<file path="config.mk">
export PLATFORM = sky130hd
export DESIGN_NAME = ups_status_indicator
export DESIGN_NICKNAME = d
export VERILOG_FILES = /design/src/core/ups_pkg.sv /design/src/core/ups_status_indicator.sv
export SDC_FILE = /design/constraint.sdc
export NUM_CORES = 1
export LEC_CHECK = 0
export BUFFER_PORTS_ARGS = -buffer_cell sky130_fd_sc_hd__buf_2
export CAP_MARGIN = 20
export CELL_PAD_IN_SITES_DETAIL_PLACEMENT = 1
export CELL_PAD_IN_SITES_GLOBAL_PLACEMENT = 1
export CORE_MARGIN = 2
export CORE_UTILIZATION = 46
export CTS_CLUSTER_DIAMETER = 50
export DETAILED_ROUTE_END_ITERATION = 6
export PLACE_DENSITY = 0.83
export SYNTH_ARGS = -nofsm -noshare
export SYNTH_HDL_FRONTEND = slang
export SYNTH_SLANG_ARGS = --single-unit
</file>
<file path="constraint.sdc">
create_clock -name clk_sys -period 11.3 [get_ports clk_sys]
set_clock_uncertainty 0.15 [all_clocks]
set_input_delay 2.26 -clock clk_sys [delete_from_list [all_inputs] [get_ports clk_sys]]
set_output_delay 2.26 -clock clk_sys [all_outputs]
set_load 0.05 [all_outputs]
</file>
<file path="src/core/ups_pkg.sv">
package ups_pkg;
  // register map, byte addresses on the plain port
  localparam logic [7:0] ADDR_IRQ_STATUS = 8'h00;
  localparam logic [7:0] ADDR_IRQ_MASK = 8'h04;
  localparam logic [7:0] ADDR_STATUS = 8'h08;
  localparam logic [7:0] ADDR_CTRL = 8'h0C;
  localparam logic [7:0] ADDR_SETTINGS = 8'h10;
  // interrupt status bit positions
  localparam int IRQ_TEST_FAIL = 0;
  localparam int IRQ_EXPIRED = 1;
  localparam int IRQ_WIRING = 2;
  localparam int IRQ_BUFFER = 3;
  localparam int IRQ_W = 4;
  // control bits
  localparam int CTRL_LED_EN = 0;
  localparam int CTRL_LAMP_TEST = 1;
  localparam logic [1:0] CTRL_RESET = 2'h1;
  localparam logic [IRQ_W-1:0] MASK_RESET = 4'h0;
  // timing
  localparam int CLK_HZ = 10000000;
  localparam int MS_PER_S = 1000;
  localparam int S_PER_MIN = 60;
  localparam int TICK_CYCLES = CLK_HZ / MS_PER_S;
  localparam int READY_DELAY_S = 20;
  localparam int EXPIRED_HOLD_MIN = 15;
  localparam int LIM_A_S = 10;
  localparam int LIM_B_S = 30;
  localparam int LIM_C_S = 60;
  localparam int LIM_D_MIN = 3;
  localparam int LIM_E_MIN = 10;
  localparam int MS_W = 20;
  // flash patterns in milliseconds
  localparam int SLOW_PERIOD_MS = 1000;
  localparam int FAST_PERIOD_MS = 250;
  localparam int FLASH_FRAME_MS = 2000;
  localparam int FLASH_ON_MS = 200;
  localparam int PH_W = 11;
  // limiter positions; position zero is the unlimited factory setting
  localparam logic [2:0] LIM_POS_NONE = 3'h0;
  localparam logic [2:0] LIM_POS_A = 3'h1;
  localparam logic [2:0] LIM_POS_B = 3'h2;
  localparam logic [2:0] LIM_POS_C = 3'h3;
  localparam logic [2:0] LIM_POS_D = 3'h4;
  localparam logic [2:0] LIM_POS_E = 3'h5;
  // buffer voltage in millivolts per selector position
  localparam logic [15:0] VOLT_0_MV = 16'h57E4;
  localparam logic [15:0] VOLT_1_MV = 16'h5DC0;
  localparam logic [15:0] VOLT_2_MV = 16'h61A8;
  localparam logic [15:0] VOLT_3_MV = 16'h6590;
  typedef enum logic [2:0] {LED_OFF, LED_SOLID, LED_SLOW, LED_FAST, LED_SINGLE, LED_DOUBLE} led_mode_type;
endpackage

</file>
<file path="src/core/ups_status_indicator.sv">
// Our own choices: the strobed register port and the register addresses.
`timescale 1ns/1ns
`default_nettype none
// Overview of operation
// - green LED solid when battery above 85%, wiring fine, input adequate.
// - green LED slow blink while battery charges below 85%.
// - green LEDs fast blink while in battery mode.
// - ready indication held back at least 20s after power-up.
// - yellow solid on overload: above 20A battery mode, 25A supply mode.
// - yellow slow blink once a battery failed its quality test.
// - failed test darkens that battery's green LED, both without center tap.
// - yellow double flash for 15 minutes after output switched off.
// - yellow fast blink while inhibit disables buffering.
// - red solid on wiring, battery or fuse fault.
// - red single flash on input above 30V or under buffer voltage plus 1V.
// - red double flash on over-temperature; battery checks need a sensor.
// - size jumper gives two settings; absent jumper means small.
// - buffer event ends after selected limit; unlimited is default.
// - battery-mode voltage from four-position selector, default 22.5V.
// - first green LED for positive-side battery, second for negative side.
module ups_status_indicator
  import ups_pkg::*;
#(
  parameter int TICK_DIV = TICK_CYCLES,
  parameter int READY_MS = READY_DELAY_S * MS_PER_S,
  parameter int HOLD_MS = EXPIRED_HOLD_MIN * S_PER_MIN * MS_PER_S,
  parameter int SLOW_MS = SLOW_PERIOD_MS,
  parameter int FAST_MS = FAST_PERIOD_MS,
  parameter int FRAME_MS = FLASH_FRAME_MS,
  parameter int ON_MS = FLASH_ON_MS
) (
  input wire logic clk_sys,
  input wire logic rst_n,
  input wire logic [7:0] addr,
  input wire logic [31:0] wr_data,
  input wire logic wr_en,
  input wire logic rd_en,
  output logic [31:0] rd_data,
  input wire logic [1:0] charged_85,
  input wire logic [1:0] charging,
  input wire logic battery_mode,
  input wire logic wiring_fault,
  input wire logic battery_fault,
  input wire logic fuse_fault,
  input wire logic input_low,
  input wire logic input_over_30v,
  input wire logic input_margin_low,
  input wire logic current_over_20a,
  input wire logic current_over_25a,
  input wire logic [1:0] test_fail_evt,
  input wire logic center_tap,
  input wire logic discharged_evt,
  input wire logic inhibit,
  input wire logic unit_over_70c,
  input wire logic batt_over_50c,
  input wire logic batt_under_m10c,
  input wire logic temp_sensor,
  input wire logic size_jumper,
  input wire logic [2:0] limiter_pos,
  input wire logic [1:0] voltage_pos,
  output logic [1:0] led_green,
  output logic led_yellow,
  output logic led_red,
  output logic buffer_stop,
  output logic size_large,
  output logic [15:0] buffer_mv,
  output logic irq
);

  ////////////////////////////////////////////////////////////////////////////
  // helpers
  function automatic logic on_window(input logic [PH_W-1:0] ph, input int period);
    // first half of each period is lit
    on_window = (int'(ph) % period) < (period / 2);
  endfunction

  function automatic logic [MS_W-1:0] limit_ms(input logic [2:0] pos);
    case (pos)
      LIM_POS_A: limit_ms = MS_W'(LIM_A_S * MS_PER_S);
      LIM_POS_B: limit_ms = MS_W'(LIM_B_S * MS_PER_S);
      LIM_POS_C: limit_ms = MS_W'(LIM_C_S * MS_PER_S);
      LIM_POS_D: limit_ms = MS_W'(LIM_D_MIN * S_PER_MIN * MS_PER_S);
      LIM_POS_E: limit_ms = MS_W'(LIM_E_MIN * S_PER_MIN * MS_PER_S);
      default: limit_ms = '0;
    endcase
  endfunction

  logic [15:0] tick_cnt_reg;
  logic tick_reg;
  logic [PH_W-1:0] ph_reg;
  logic [MS_W-1:0] rdy_ms_reg;
  logic rdy_done_reg;
  logic [MS_W-1:0] buf_ms_reg;
  logic buffer_stop_reg;
  logic [MS_W-1:0] exp_ms_reg;
  logic expired_reg;
  logic [1:0] failed_reg;
  logic [1:0] ctrl_reg;
  logic [IRQ_W-1:0] irq_status_reg;
  logic [IRQ_W-1:0] irq_mask_reg;
  logic irq_reg;
  logic wiring_any_reg;
  logic batt_mode_d_reg;
  logic [31:0] rd_data_reg;
  logic [1:0] led_green_reg;
  logic led_yellow_reg;
  logic led_red_reg;
  logic size_large_reg;
  logic [15:0] buffer_mv_reg;
  led_mode_type green_mode [2];
  led_mode_type yellow_mode;
  led_mode_type red_mode;
  logic slow_on, fast_on, single_on, double_on;
  logic wiring_any, limit_hit, off_evt, irq_any;
  logic [MS_W-1:0] lim;

  ////////////////////////////////////////////////////////////////////////////
  // millisecond tick and pattern phase
  always_ff @(posedge clk_sys) begin
    if (!rst_n) begin
      tick_cnt_reg <= '0;
      tick_reg <= 1'b0;
    end else if (int'(tick_cnt_reg) == TICK_DIV - 1) begin
      tick_cnt_reg <= '0;
      tick_reg <= 1'b1;
    end else begin
      tick_cnt_reg <= tick_cnt_reg + 16'h1;
      tick_reg <= 1'b0;
    end
  end

  // one frame holds whole slow, fast and flash cycles
  always_ff @(posedge clk_sys) begin
    if (!rst_n) begin
      ph_reg <= '0;
    end else if (tick_reg) begin
      ph_reg <= (int'(ph_reg) == FRAME_MS - 1) ? '0 : ph_reg + PH_W'(1);
    end
  end

  // pattern levels from the shared phase
  assign slow_on = on_window(ph_reg, SLOW_MS);
  assign fast_on = on_window(ph_reg, FAST_MS);
  assign single_on = int'(ph_reg) < ON_MS;
  assign double_on = single_on || (int'(ph_reg) >= 2 * ON_MS && int'(ph_reg) < 3 * ON_MS);

  ////////////////////////////////////////////////////////////////////////////
  // power-up ready hold-off, so a charged battery is shown as charging first
  always_ff @(posedge clk_sys) begin
    if (!rst_n) begin
      rdy_ms_reg <= '0;
      rdy_done_reg <= 1'b0;
    end else if (tick_reg && !rdy_done_reg) begin
      rdy_ms_reg <= rdy_ms_reg + MS_W'(1);
      rdy_done_reg <= int'(rdy_ms_reg) == READY_MS - 1;
    end
  end

  ////////////////////////////////////////////////////////////////////////////
  // buffer time limiter; position zero never ends the event
  assign lim = limit_ms(limiter_pos);
  assign limit_hit = battery_mode && tick_reg && !buffer_stop_reg && lim != '0
    && buf_ms_reg == lim - MS_W'(1);
  assign off_evt = limit_hit || discharged_evt;

  always_ff @(posedge clk_sys) begin
    if (!rst_n) begin
      buf_ms_reg <= '0;
      buffer_stop_reg <= 1'b0;
    end else if (!battery_mode) begin
      buf_ms_reg <= '0;
      buffer_stop_reg <= 1'b0;
    end else if (limit_hit) begin
      buffer_stop_reg <= 1'b1;
    end else if (tick_reg && !buffer_stop_reg) begin
      buf_ms_reg <= buf_ms_reg + MS_W'(1);
    end
  end

  // expiry indication holds for the full interval, retriggered by a new event
  always_ff @(posedge clk_sys) begin
    if (!rst_n) begin
      exp_ms_reg <= '0;
      expired_reg <= 1'b0;
    end else if (off_evt) begin
      exp_ms_reg <= '0;
      expired_reg <= 1'b1;
    end else if (expired_reg && tick_reg) begin
      exp_ms_reg <= exp_ms_reg + MS_W'(1);
      expired_reg <= int'(exp_ms_reg) != HOLD_MS - 1;
    end
  end

  // a failed quality test stays until power is cycled
  always_ff @(posedge clk_sys) begin
    if (!rst_n) begin
      failed_reg <= '0;
    end else begin
      failed_reg <= failed_reg | test_fail_evt;
    end
  end

  ////////////////////////////////////////////////////////////////////////////
  // pattern selection, faults ahead of information
  assign wiring_any = wiring_fault || battery_fault || fuse_fault;
  assign irq_any = |(irq_status_reg & irq_mask_reg);

  always_comb begin
    for (int b = 0; b < 2; b++) begin
      // index 0 is the battery at the positive pole
      if (failed_reg[b] || (failed_reg != 2'b00 && !center_tap)) begin
        green_mode[b] = LED_OFF;
      end else if (battery_mode) begin
        green_mode[b] = LED_FAST;
      end else if (charged_85[b] && !wiring_any && !input_low && rdy_done_reg) begin
        green_mode[b] = LED_SOLID;
      end else if (charging[b] || charged_85[b]) begin
        green_mode[b] = LED_SLOW;
      end else begin
        green_mode[b] = LED_OFF;
      end
    end
  end

  always_comb begin
    if (failed_reg != 2'b00) begin
      yellow_mode = LED_SLOW;
    end else if (battery_mode ? current_over_20a : current_over_25a) begin
      yellow_mode = LED_SOLID;
    end else if (expired_reg) begin
      yellow_mode = LED_DOUBLE;
    end else if (inhibit) begin
      yellow_mode = LED_FAST;
    end else begin
      yellow_mode = LED_OFF;
    end
  end

  always_comb begin
    if (wiring_any) begin
      red_mode = LED_SOLID;
    end else if (unit_over_70c || (temp_sensor && (batt_over_50c || (!size_jumper && batt_under_m10c)))) begin
      red_mode = LED_DOUBLE;
    end else if (input_over_30v || input_margin_low) begin
      red_mode = LED_SINGLE;
    end else begin
      red_mode = LED_OFF;
    end
  end

  function automatic logic show(input led_mode_type m, input logic [1:0] c,
                                input logic s, input logic f, input logic o, input logic d);
    if (c[CTRL_LAMP_TEST]) begin
      show = 1'b1;
    end else if (!c[CTRL_LED_EN]) begin
      show = 1'b0;
    end else begin
      case (m)
        LED_SOLID: show = 1'b1;
        LED_SLOW: show = s;
        LED_FAST: show = f;
        LED_SINGLE: show = o;
        LED_DOUBLE: show = d;
        default: show = 1'b0;
      endcase
    end
  endfunction

  // registered LED drive; software can blank them or force a lamp test
  always_ff @(posedge clk_sys) begin
    if (!rst_n) begin
      led_green_reg <= '0;
      led_yellow_reg <= 1'b0;
      led_red_reg <= 1'b0;
    end else begin
      for (int b = 0; b < 2; b++) begin
        led_green_reg[b] <= show(green_mode[b], ctrl_reg, slow_on, fast_on, single_on, double_on);
      end
      led_yellow_reg <= show(yellow_mode, ctrl_reg, slow_on, fast_on, single_on, double_on);
      led_red_reg <= show(red_mode, ctrl_reg, slow_on, fast_on, single_on, double_on);
    end
  end

  // selector decode for the converter and charger
  always_ff @(posedge clk_sys) begin
    if (!rst_n) begin
      size_large_reg <= 1'b0;
      buffer_mv_reg <= VOLT_0_MV;
    end else begin
      size_large_reg <= size_jumper;
      case (voltage_pos)
        2'h1: buffer_mv_reg <= VOLT_1_MV;
        2'h2: buffer_mv_reg <= VOLT_2_MV;
        2'h3: buffer_mv_reg <= VOLT_3_MV;
        default: buffer_mv_reg <= VOLT_0_MV;
      endcase
    end
  end

  ////////////////////////////////////////////////////////////////////////////
  // event edges for the interrupt status
  always_ff @(posedge clk_sys) begin
    if (!rst_n) begin
      wiring_any_reg <= 1'b0;
      batt_mode_d_reg <= 1'b0;
    end else begin
      wiring_any_reg <= wiring_any;
      batt_mode_d_reg <= battery_mode;
    end
  end

  // sticky status, write one to clear; a new event wins over the clear
  always_ff @(posedge clk_sys) begin
    if (!rst_n) begin
      irq_status_reg <= '0;
    end else begin
      irq_status_reg <= (irq_status_reg & ~((wr_en && addr == ADDR_IRQ_STATUS) ? wr_data[IRQ_W-1:0] : '0))
        | {battery_mode && !batt_mode_d_reg, wiring_any && !wiring_any_reg, off_evt, |test_fail_evt};
    end
  end

  // software-written control and mask
  always_ff @(posedge clk_sys) begin
    if (!rst_n) begin
      irq_mask_reg <= MASK_RESET;
      ctrl_reg <= CTRL_RESET;
    end else if (wr_en) begin
      if (addr == ADDR_IRQ_MASK) begin
        irq_mask_reg <= wr_data[IRQ_W-1:0];
      end
      if (addr == ADDR_CTRL) begin
        ctrl_reg <= wr_data[1:0];
      end
    end
  end

  always_ff @(posedge clk_sys) begin
    if (!rst_n) begin
      irq_reg <= 1'b0;
    end else begin
      irq_reg <= irq_any;
    end
  end

  // read data valid only in the cycle after the strobe; unmapped reads zero
  always_ff @(posedge clk_sys) begin
    if (!rst_n || !rd_en) begin
      rd_data_reg <= '0;
    end else begin
      case (addr)
        ADDR_IRQ_STATUS: rd_data_reg <= {28'h0, irq_status_reg};
        ADDR_IRQ_MASK: rd_data_reg <= {28'h0, irq_mask_reg};
        ADDR_STATUS: rd_data_reg <= {21'h0, red_mode, 1'b0, yellow_mode,
          failed_reg, expired_reg, buffer_stop_reg};
        ADDR_CTRL: rd_data_reg <= {30'h0, ctrl_reg};
        ADDR_SETTINGS: rd_data_reg <= {buffer_mv_reg, 10'h0, rdy_done_reg, size_large_reg,
          1'b0, limiter_pos};
        default: rd_data_reg <= '0;
      endcase
    end
  end

  assign rd_data = rd_data_reg;
  assign led_green = led_green_reg;
  assign led_yellow = led_yellow_reg;
  assign led_red = led_red_reg;
  assign buffer_stop = buffer_stop_reg;
  assign size_large = size_large_reg;
  assign buffer_mv = buffer_mv_reg;
  assign irq = irq_reg;

  logic plain;
  assign plain = ctrl_reg == CTRL_RESET;
endmodule
`default_nettype wire

</file>
==> flow_metrics.py, run 1 <==
metrics = {
    "setup_path": {
        "path_buf_inv": 2,
        "cp-end-kind": "flop",
        "cp-start-kind": "primary input",
        "crit_slowest_cell": "ha_1",
        "r2r_setup_slack_ps": 6990,
        "crit_type": "primary input to flop",
        "path_cells": "buf_2, inv_1, ha_1, o21ai_0, a21oi_1, ha_1, nand3b_1, o21ai_0, o211ai_1, xor2_1, nand4_1, nor3_1, nor2_1, nand2_1, nor2_1",
        "crit_path_max_incr_delay_ps": 660,
        "crit_arrival_ps": 6320,
        "worstPathMaxFanout": 21,
        "crit_family": "simple AND/OR/NAND/NOR gates",
        "cp.required_ps": 11420,
    },
    "placement": {
        "dp_hpwl_um": 16000,
        "placed_cell_area_um2": 8250,
        "pre_cts_ws_ps": 4710,
        "gp_congestion": 0.861,
        "port_buffers": 82,
        "dp.cells": 1202,
    },
    "power_and_ir_drop": {
        "ir_drop_uv": 115,
        "power_density_nw_per_um2": 128,
        "p_leak_nw": 3.45,
    },
    "route": {
        "vias_per_cell": 5.82,
        "vias": 7185,
        "dr.pass1.iters": 5,
        "drc": 0,
        "finalWirelength_um": 22400,
        "wl_per_cell_um": 18.1,
        "ant_nets": 0,
        "drt_iter0_drc": 463,
    },
    "cts": {
        "postCtsSetupBuffers": 0,
        "htreeDepth": 4,
        "postCtsHoldBufs": 0,
        "root_buffer": "clkbuf_16",
        "numCtsBuffers": 17,
        "cts_buffer_depth": 2,
        "cts.sinks": 137,
        "clkTransAtPathRegs_ps": 60,
        "clock_latency_ps": 430,
        "cts_tree": "done",
        "ctsResizeCount": 0,
    },
    "die": {
        "die_h_um": 135,
        "coreArea_um2": 16600,
        "die_w_um": 135,
        "rows": 47,
        "die-area_um2": 18100,
        "io_pins": 127,
        "start_util_pct": 47.1,
    },
    "timing": {
        "finalHoldViolations": 0,
        "worst_slew_pin_slew_ps": 892,
        "period_minus_slack_ps": 6200,
        "setup_slack_ps": 5100,
        "fin_setup_tns_ps": 0,
        "drv_slew": 0,
        "timing.max_slew.rel_slack_pct": 40.5,
        "finalSetupViolCount": 0,
        "grt_setup_unrepaired": "false",
        "fmax_mhz": 161,
        "period_share_pct": 54.8,
    },
    "worst_hold_path": {
        "min_path_type": "flop to flop",
    },
    "finish": {
        "drive_above_1_share_pct": 15.2,
        "final_net_count": 1087,
        "final_common_cell": "dfxtp_1",
        "fin_cells": 1235,
        "final_cell_mix": "dfxtp_1 (137), nor2_1 (114), buf_2 (83)",
        "fin_area_um2": 8840,
        "synthToLayoutAreaGrowth_pct": 12.7,
        "diodes": 0,
    },
    "logic_synthesis": {
        "synth_seq_cells": 137,
        "synth_edf_count": 0,
        "synth_cells": 947,
        "yosysSeqAreaShare_pct": 35.0,
        "synth_ff_type": "dfxtp_1",
        "syn_area_um2": 7850,
        "async_flop_share_pct": 0,
        "yosysTopAreaCell": "dfxtp_1",
        "yosys-top-cells-area": "dfxtp_1 (35%), nor2_1 (5.5%), xnor2_1 (5.2%), nand2_1 (3.7%), xor2_1 (3.5%)",
        "yosys.area.top_type_share_pct": 35.0,
        "syn-mean-instance-area_um2": 8.28,
        "yosysWarnings": 0,
        "yosysUniqueCellTypes": 81,
    },
    "run_status": {
        "run_status": "complete, no violations",
    },
    "global_routing": {
        "grt_pass1_wl_um": 36300,
        "grt_usage_pct": 25.1,
        "antenna_found_initial": 0,
        "grt_pass1_vias": 7212,
        "gr-usage-met3_pct": 4.84,
        "busiest_layer": "met2",
        "use_met2_pct": 43.8,
        "gr-usage-met1_pct": 30.5,
        "grt_overflow": 0,
        "grt_max_degree": 58,
    },
    "job": {
        "cap_violations": 0,
    },
}
==> power by group <==
part | switching, mW | internal, mW | total [mW]
combinational | 0.0654 | 0.0278 | 0.0932
sequential | 0.00507 | 0.489 | 0.494
clock | 0.214 | 0.335 | 0.548
total | 0.284 | 0.852 | 1.14
==> area by class of cell <==
class | count | area [um^2]
Clock inverter | 12 | 124
Sequential cell | 137 | 2740
Clock buffer | 20 | 457
Multi-Input combinational cell | 734 | 4700
Fill cell | 2036 | 7800
Inverter | 25 | 93.8
Tap cell | 220 | 275
Timing Repair Buffer | 87 | 445
==> cell usage after synthesis, types with 25 or more instances <==
| master | number |
|---|---|
| a21oi_1 | 29 |
| and2_1 | 38 |
| buf_4 | 26 |
| clkbuf_1 | 25 |
| dfxtp_1 | 137 |
| nand2_1 | 77 |
| nand3_1 | 35 |
| nand4_1 | 26 |
| nor2_1 | 114 |
| nor3_1 | 25 |
| o21ai_0 | 35 |
| xnor2_1 | 47 |
| xor2_1 | 31 |
==> per-stage QoR <==
| stage | hold WS [ps] | power, mW | utilization (%) |
|---|---|---|---|
| after floorplan | 280 | 0.574 | - |
| after CTS | 304 | 1.14 | 53.1 |
| after detailed placement | 288 | 0.597 | 49.6 |
| after global placement | 279 | 0.594 | 49.6 |
| after global routing | 323 | 1.18 | 53.1 |
| final | 305 | 1.14 | 53.1 |
==> logic make-up (layout without fill, tap and decap cells) <==
| group | count (synthesis) | after routing | synth area share, % |
|---|---|---|---|
| other cells | 2 | 16 | 0.0957 |
| buf+inv | 90 | 144 | 5.76 |
| xor+xnor | 78 | 78 | 8.71 |
| mux | 21 | 21 | 2.78 |
| compound gates | 177 | 177 | 17.2 |
| flops | 137 | 137 | 35.0 |
| fa+ha+maj | 13 | 13 | 2.07 |
| simple gates | 429 | 429 | 28.4 |
==> path summary, 6_finish.rpt <==
kind,to,cells after the start,from
min,rd_data[19],1,buffer_mv[3]
max,exp_ms_reg[11],15,limiter_pos[1]
min reg2reg,rd_data[19],1,buffer_mv[3]
max reg2reg,led_green[0],12,ph_reg[8]
==> layer usage <==
layer | vias up | share of wire, % | routed length, um
met2 | 161 | 50 | 11200
li1 | 3444 | - | -
met1 | 3533 | 44 | 9800
met4 | 0 | 2.7 | 605
met5 | - | 0 | 0
met3 | 47 | 3.7 | 840
Power figures use the tool's default switching activity.
==> run 2, diff against run 1 <==
Settings changed: CORE_UTILIZATION 46 to 38, PLACE_DENSITY 0.83 to 0.73.
Clock period 11.3 ns to 4.95 ns, I/O delays scaled along.
==> flow_metrics.py, run 2 (synthesis gave the netlist of run 1 again) <==
metrics = {
    "power_and_ir_drop": {
        "ir_drop_uv": 226,
        "power.total_mw": 2.66,
        "power_density_nw_per_um2": 294,
        "p_leak_nw": 3.53,
    },
    "timing": {
        "fin_setup_tns_ps": 0,
        "grt_setup_unrepaired": "false",
        "worst_slew_pin_slew_ps": 905,
        "finalSetupViolCount": 0,
        "fmax_mhz": 241,
        "period_minus_slack_ps": 4150,
        "period_share_pct": 83.8,
        "timing.max_slew.rel_slack_pct": 39.2,
        "drv_slew": 0,
        "whs_ps": 311,
        "finalHoldViolations": 0,
    },
    "die": {
        "rows": 52,
        "coreArea_um2": 20200,
        "die_w_um": 148,
        "die_h_um": 148,
        "start_util_pct": 38.8,
        "io_pins": 127,
        "die-area_um2": 21800,
    },
    "setup_path": {
        "rr_worst_depth": 12,
        "cp.depth": 13,
        "cp.required_ps": 5110,
        "r2r_setup_slack_ps": 1130,
        "r2r-start": "ph_reg[7]",
        "worstPathMaxFanout": 22,
        "cp-endpoint": "buf_ms_reg[11]",
        "path_cells": "buf_2, or3b_1, nor2_1, a21oi_1, ha_1, o21ai_0, a21oi_1, o31a_1, o2111ai_1, o31ai_4, nor4_1, a21oi_1, a31o_2",
        "cp-end-kind": "flop",
        "crit_path_start": "limiter_pos[2]",
        "crit_path_max_incr_delay_ps": 600,
        "cpMostUsedCell": "a21oi_1",
        "crit_family": "compound AO/OA/AOI/OAI gates",
        "crit_type": "primary input to flop",
        "reg2reg_to": "led_green[0]",
        "path_buf_inv": 1,
        "cp-start-kind": "primary input",
        "crit_slowest_cell": "nor4_1",
        "crit_arrival_ps": 4310,
    },
    "finish": {
        "synthToLayoutAreaGrowth_pct": 15.1,
        "final_common_cell": "dfxtp_1",
        "final_cell_mix": "dfxtp_1 (137), nor2_1 (114), buf_2 (82)",
        "final_net_count": 1098,
        "final_core_util_pct": 44.6,
        "drive_above_1_share_pct": 16.2,
    },
    "global_routing": {
        "grt_pass1_wl_um": 35700,
        "grt_overflow": 0,
        "grt_pass1_vias": 6964,
        "grt_usage_pct": 20.2,
        "antenna_found_initial": 3,
        "grt_max_degree": 57,
    },
    "placement": {
        "port_buffers": 82,
        "gp_congestion": 0.827,
        "dp_hpwl_um": 15900,
    },
    "worst_hold_path": {
        "min_path_type": "flop to flop",
    },
    "cts": {
        "htreeDepth": 4,
        "clock_latency_ps": 420,
        "ctsResizeCount": 0,
        "cts_tree": "done",
        "cts_buffer_depth": 2,
        "numCtsBuffers": 17,
        "postCtsHoldBufs": 0,
        "cts.sinks": 137,
        "postCtsSetupBuffers": 0,
        "root_buffer": "clkbuf_16",
        "clkTransAtPathRegs_ps": 60,
    },
    "route": {
        "finalWirelength_um": 21800,
        "vias": 7055,
        "drc": 0,
        "dr.pass1.iters": 5,
        "wl_per_cell_um": 16.8,
        "ant_nets": 0,
        "vias_per_cell": 5.44,
        "drt_iter0_drc": 269,
    },
    "job": {
        "cap_violations": 0,
    },
    "run_status": {
        "run_status": "complete, no violations",
    },
}
run 2: changes by cell type in the layout (fill, tap and decap cells not counted), sizes merged:
cell	previous run	this run
buf	86	98
bufinv	2	3
clkbuf	21	20
clkinv	6	8
clkinvlp	4	2
diode	0	2
inv	25	24
run 2: per-layer routing:
metal	part of all wire (%)	global-route usage [%]
met1	46	25.4
met2	49	34.7
met3	3.5	3.92
met4	1.6	6.68
met5	0.050	0
run 2: cell type report:
type | count | area (um^2)
Timing Repair Buffer | 98 | 531
Clock buffer | 20 | 467
Sequential cell | 137 | 2740
Clock inverter | 12 | 148
Inverter | 25 | 93.8
Antenna cell | 2 | 5.00
Fill cell | 2447 | 11200
Tap cell | 270 | 338
Multi-Input combinational cell | 734 | 4700
run 2: worst min-delay path by stage:
stage / from / to / slack [ps] / cells past startpoint
floorplan: tick_cnt_reg[0] / tick_cnt_reg[0] / 280 / 1
global placement: buffer_mv[4] / rd_data[20] / 280 / 1
detailed placement: buffer_mv[3] / rd_data[19] / 290 / 1
CTS: buffer_mv[11] / rd_data[27] / 310 / 1
global route: buffer_mv[13] / rd_data[29] / 330 / 1
finish: buffer_mv[11] / rd_data[27] / 310 / 1
run 2: worst reg2reg max path: cells and delay by family, from the launching register on:
kind / cells / cell delay, ps
AND/OR/NAND/NOR: 4 / 680
flip-flops: 1 / 640
AO/OA/AOI/OAI: 7 / 1900
adder cells (fa/ha/maj): 1 / 340
run 2: report_power, final:
part	internal (mW)	leakage (nW)	switching (mW)
registers	1.12	1.11	0.0113
clock network	0.829	0.302	0.486
logic	0.0666	2.12	0.147
total	2.01	3.53	0.645
run 2: through the flow:
step           worst slack, ps  area (um^2)  instances
2_1_floorplan              318         7900        961
3_5_place_dp               412         8410       1264
6_report                   803         9030       1298
3_3_place_gp               441         8410       1264
4_1_cts                    840         9020       1296
5_1_grt                    475         9020       1297
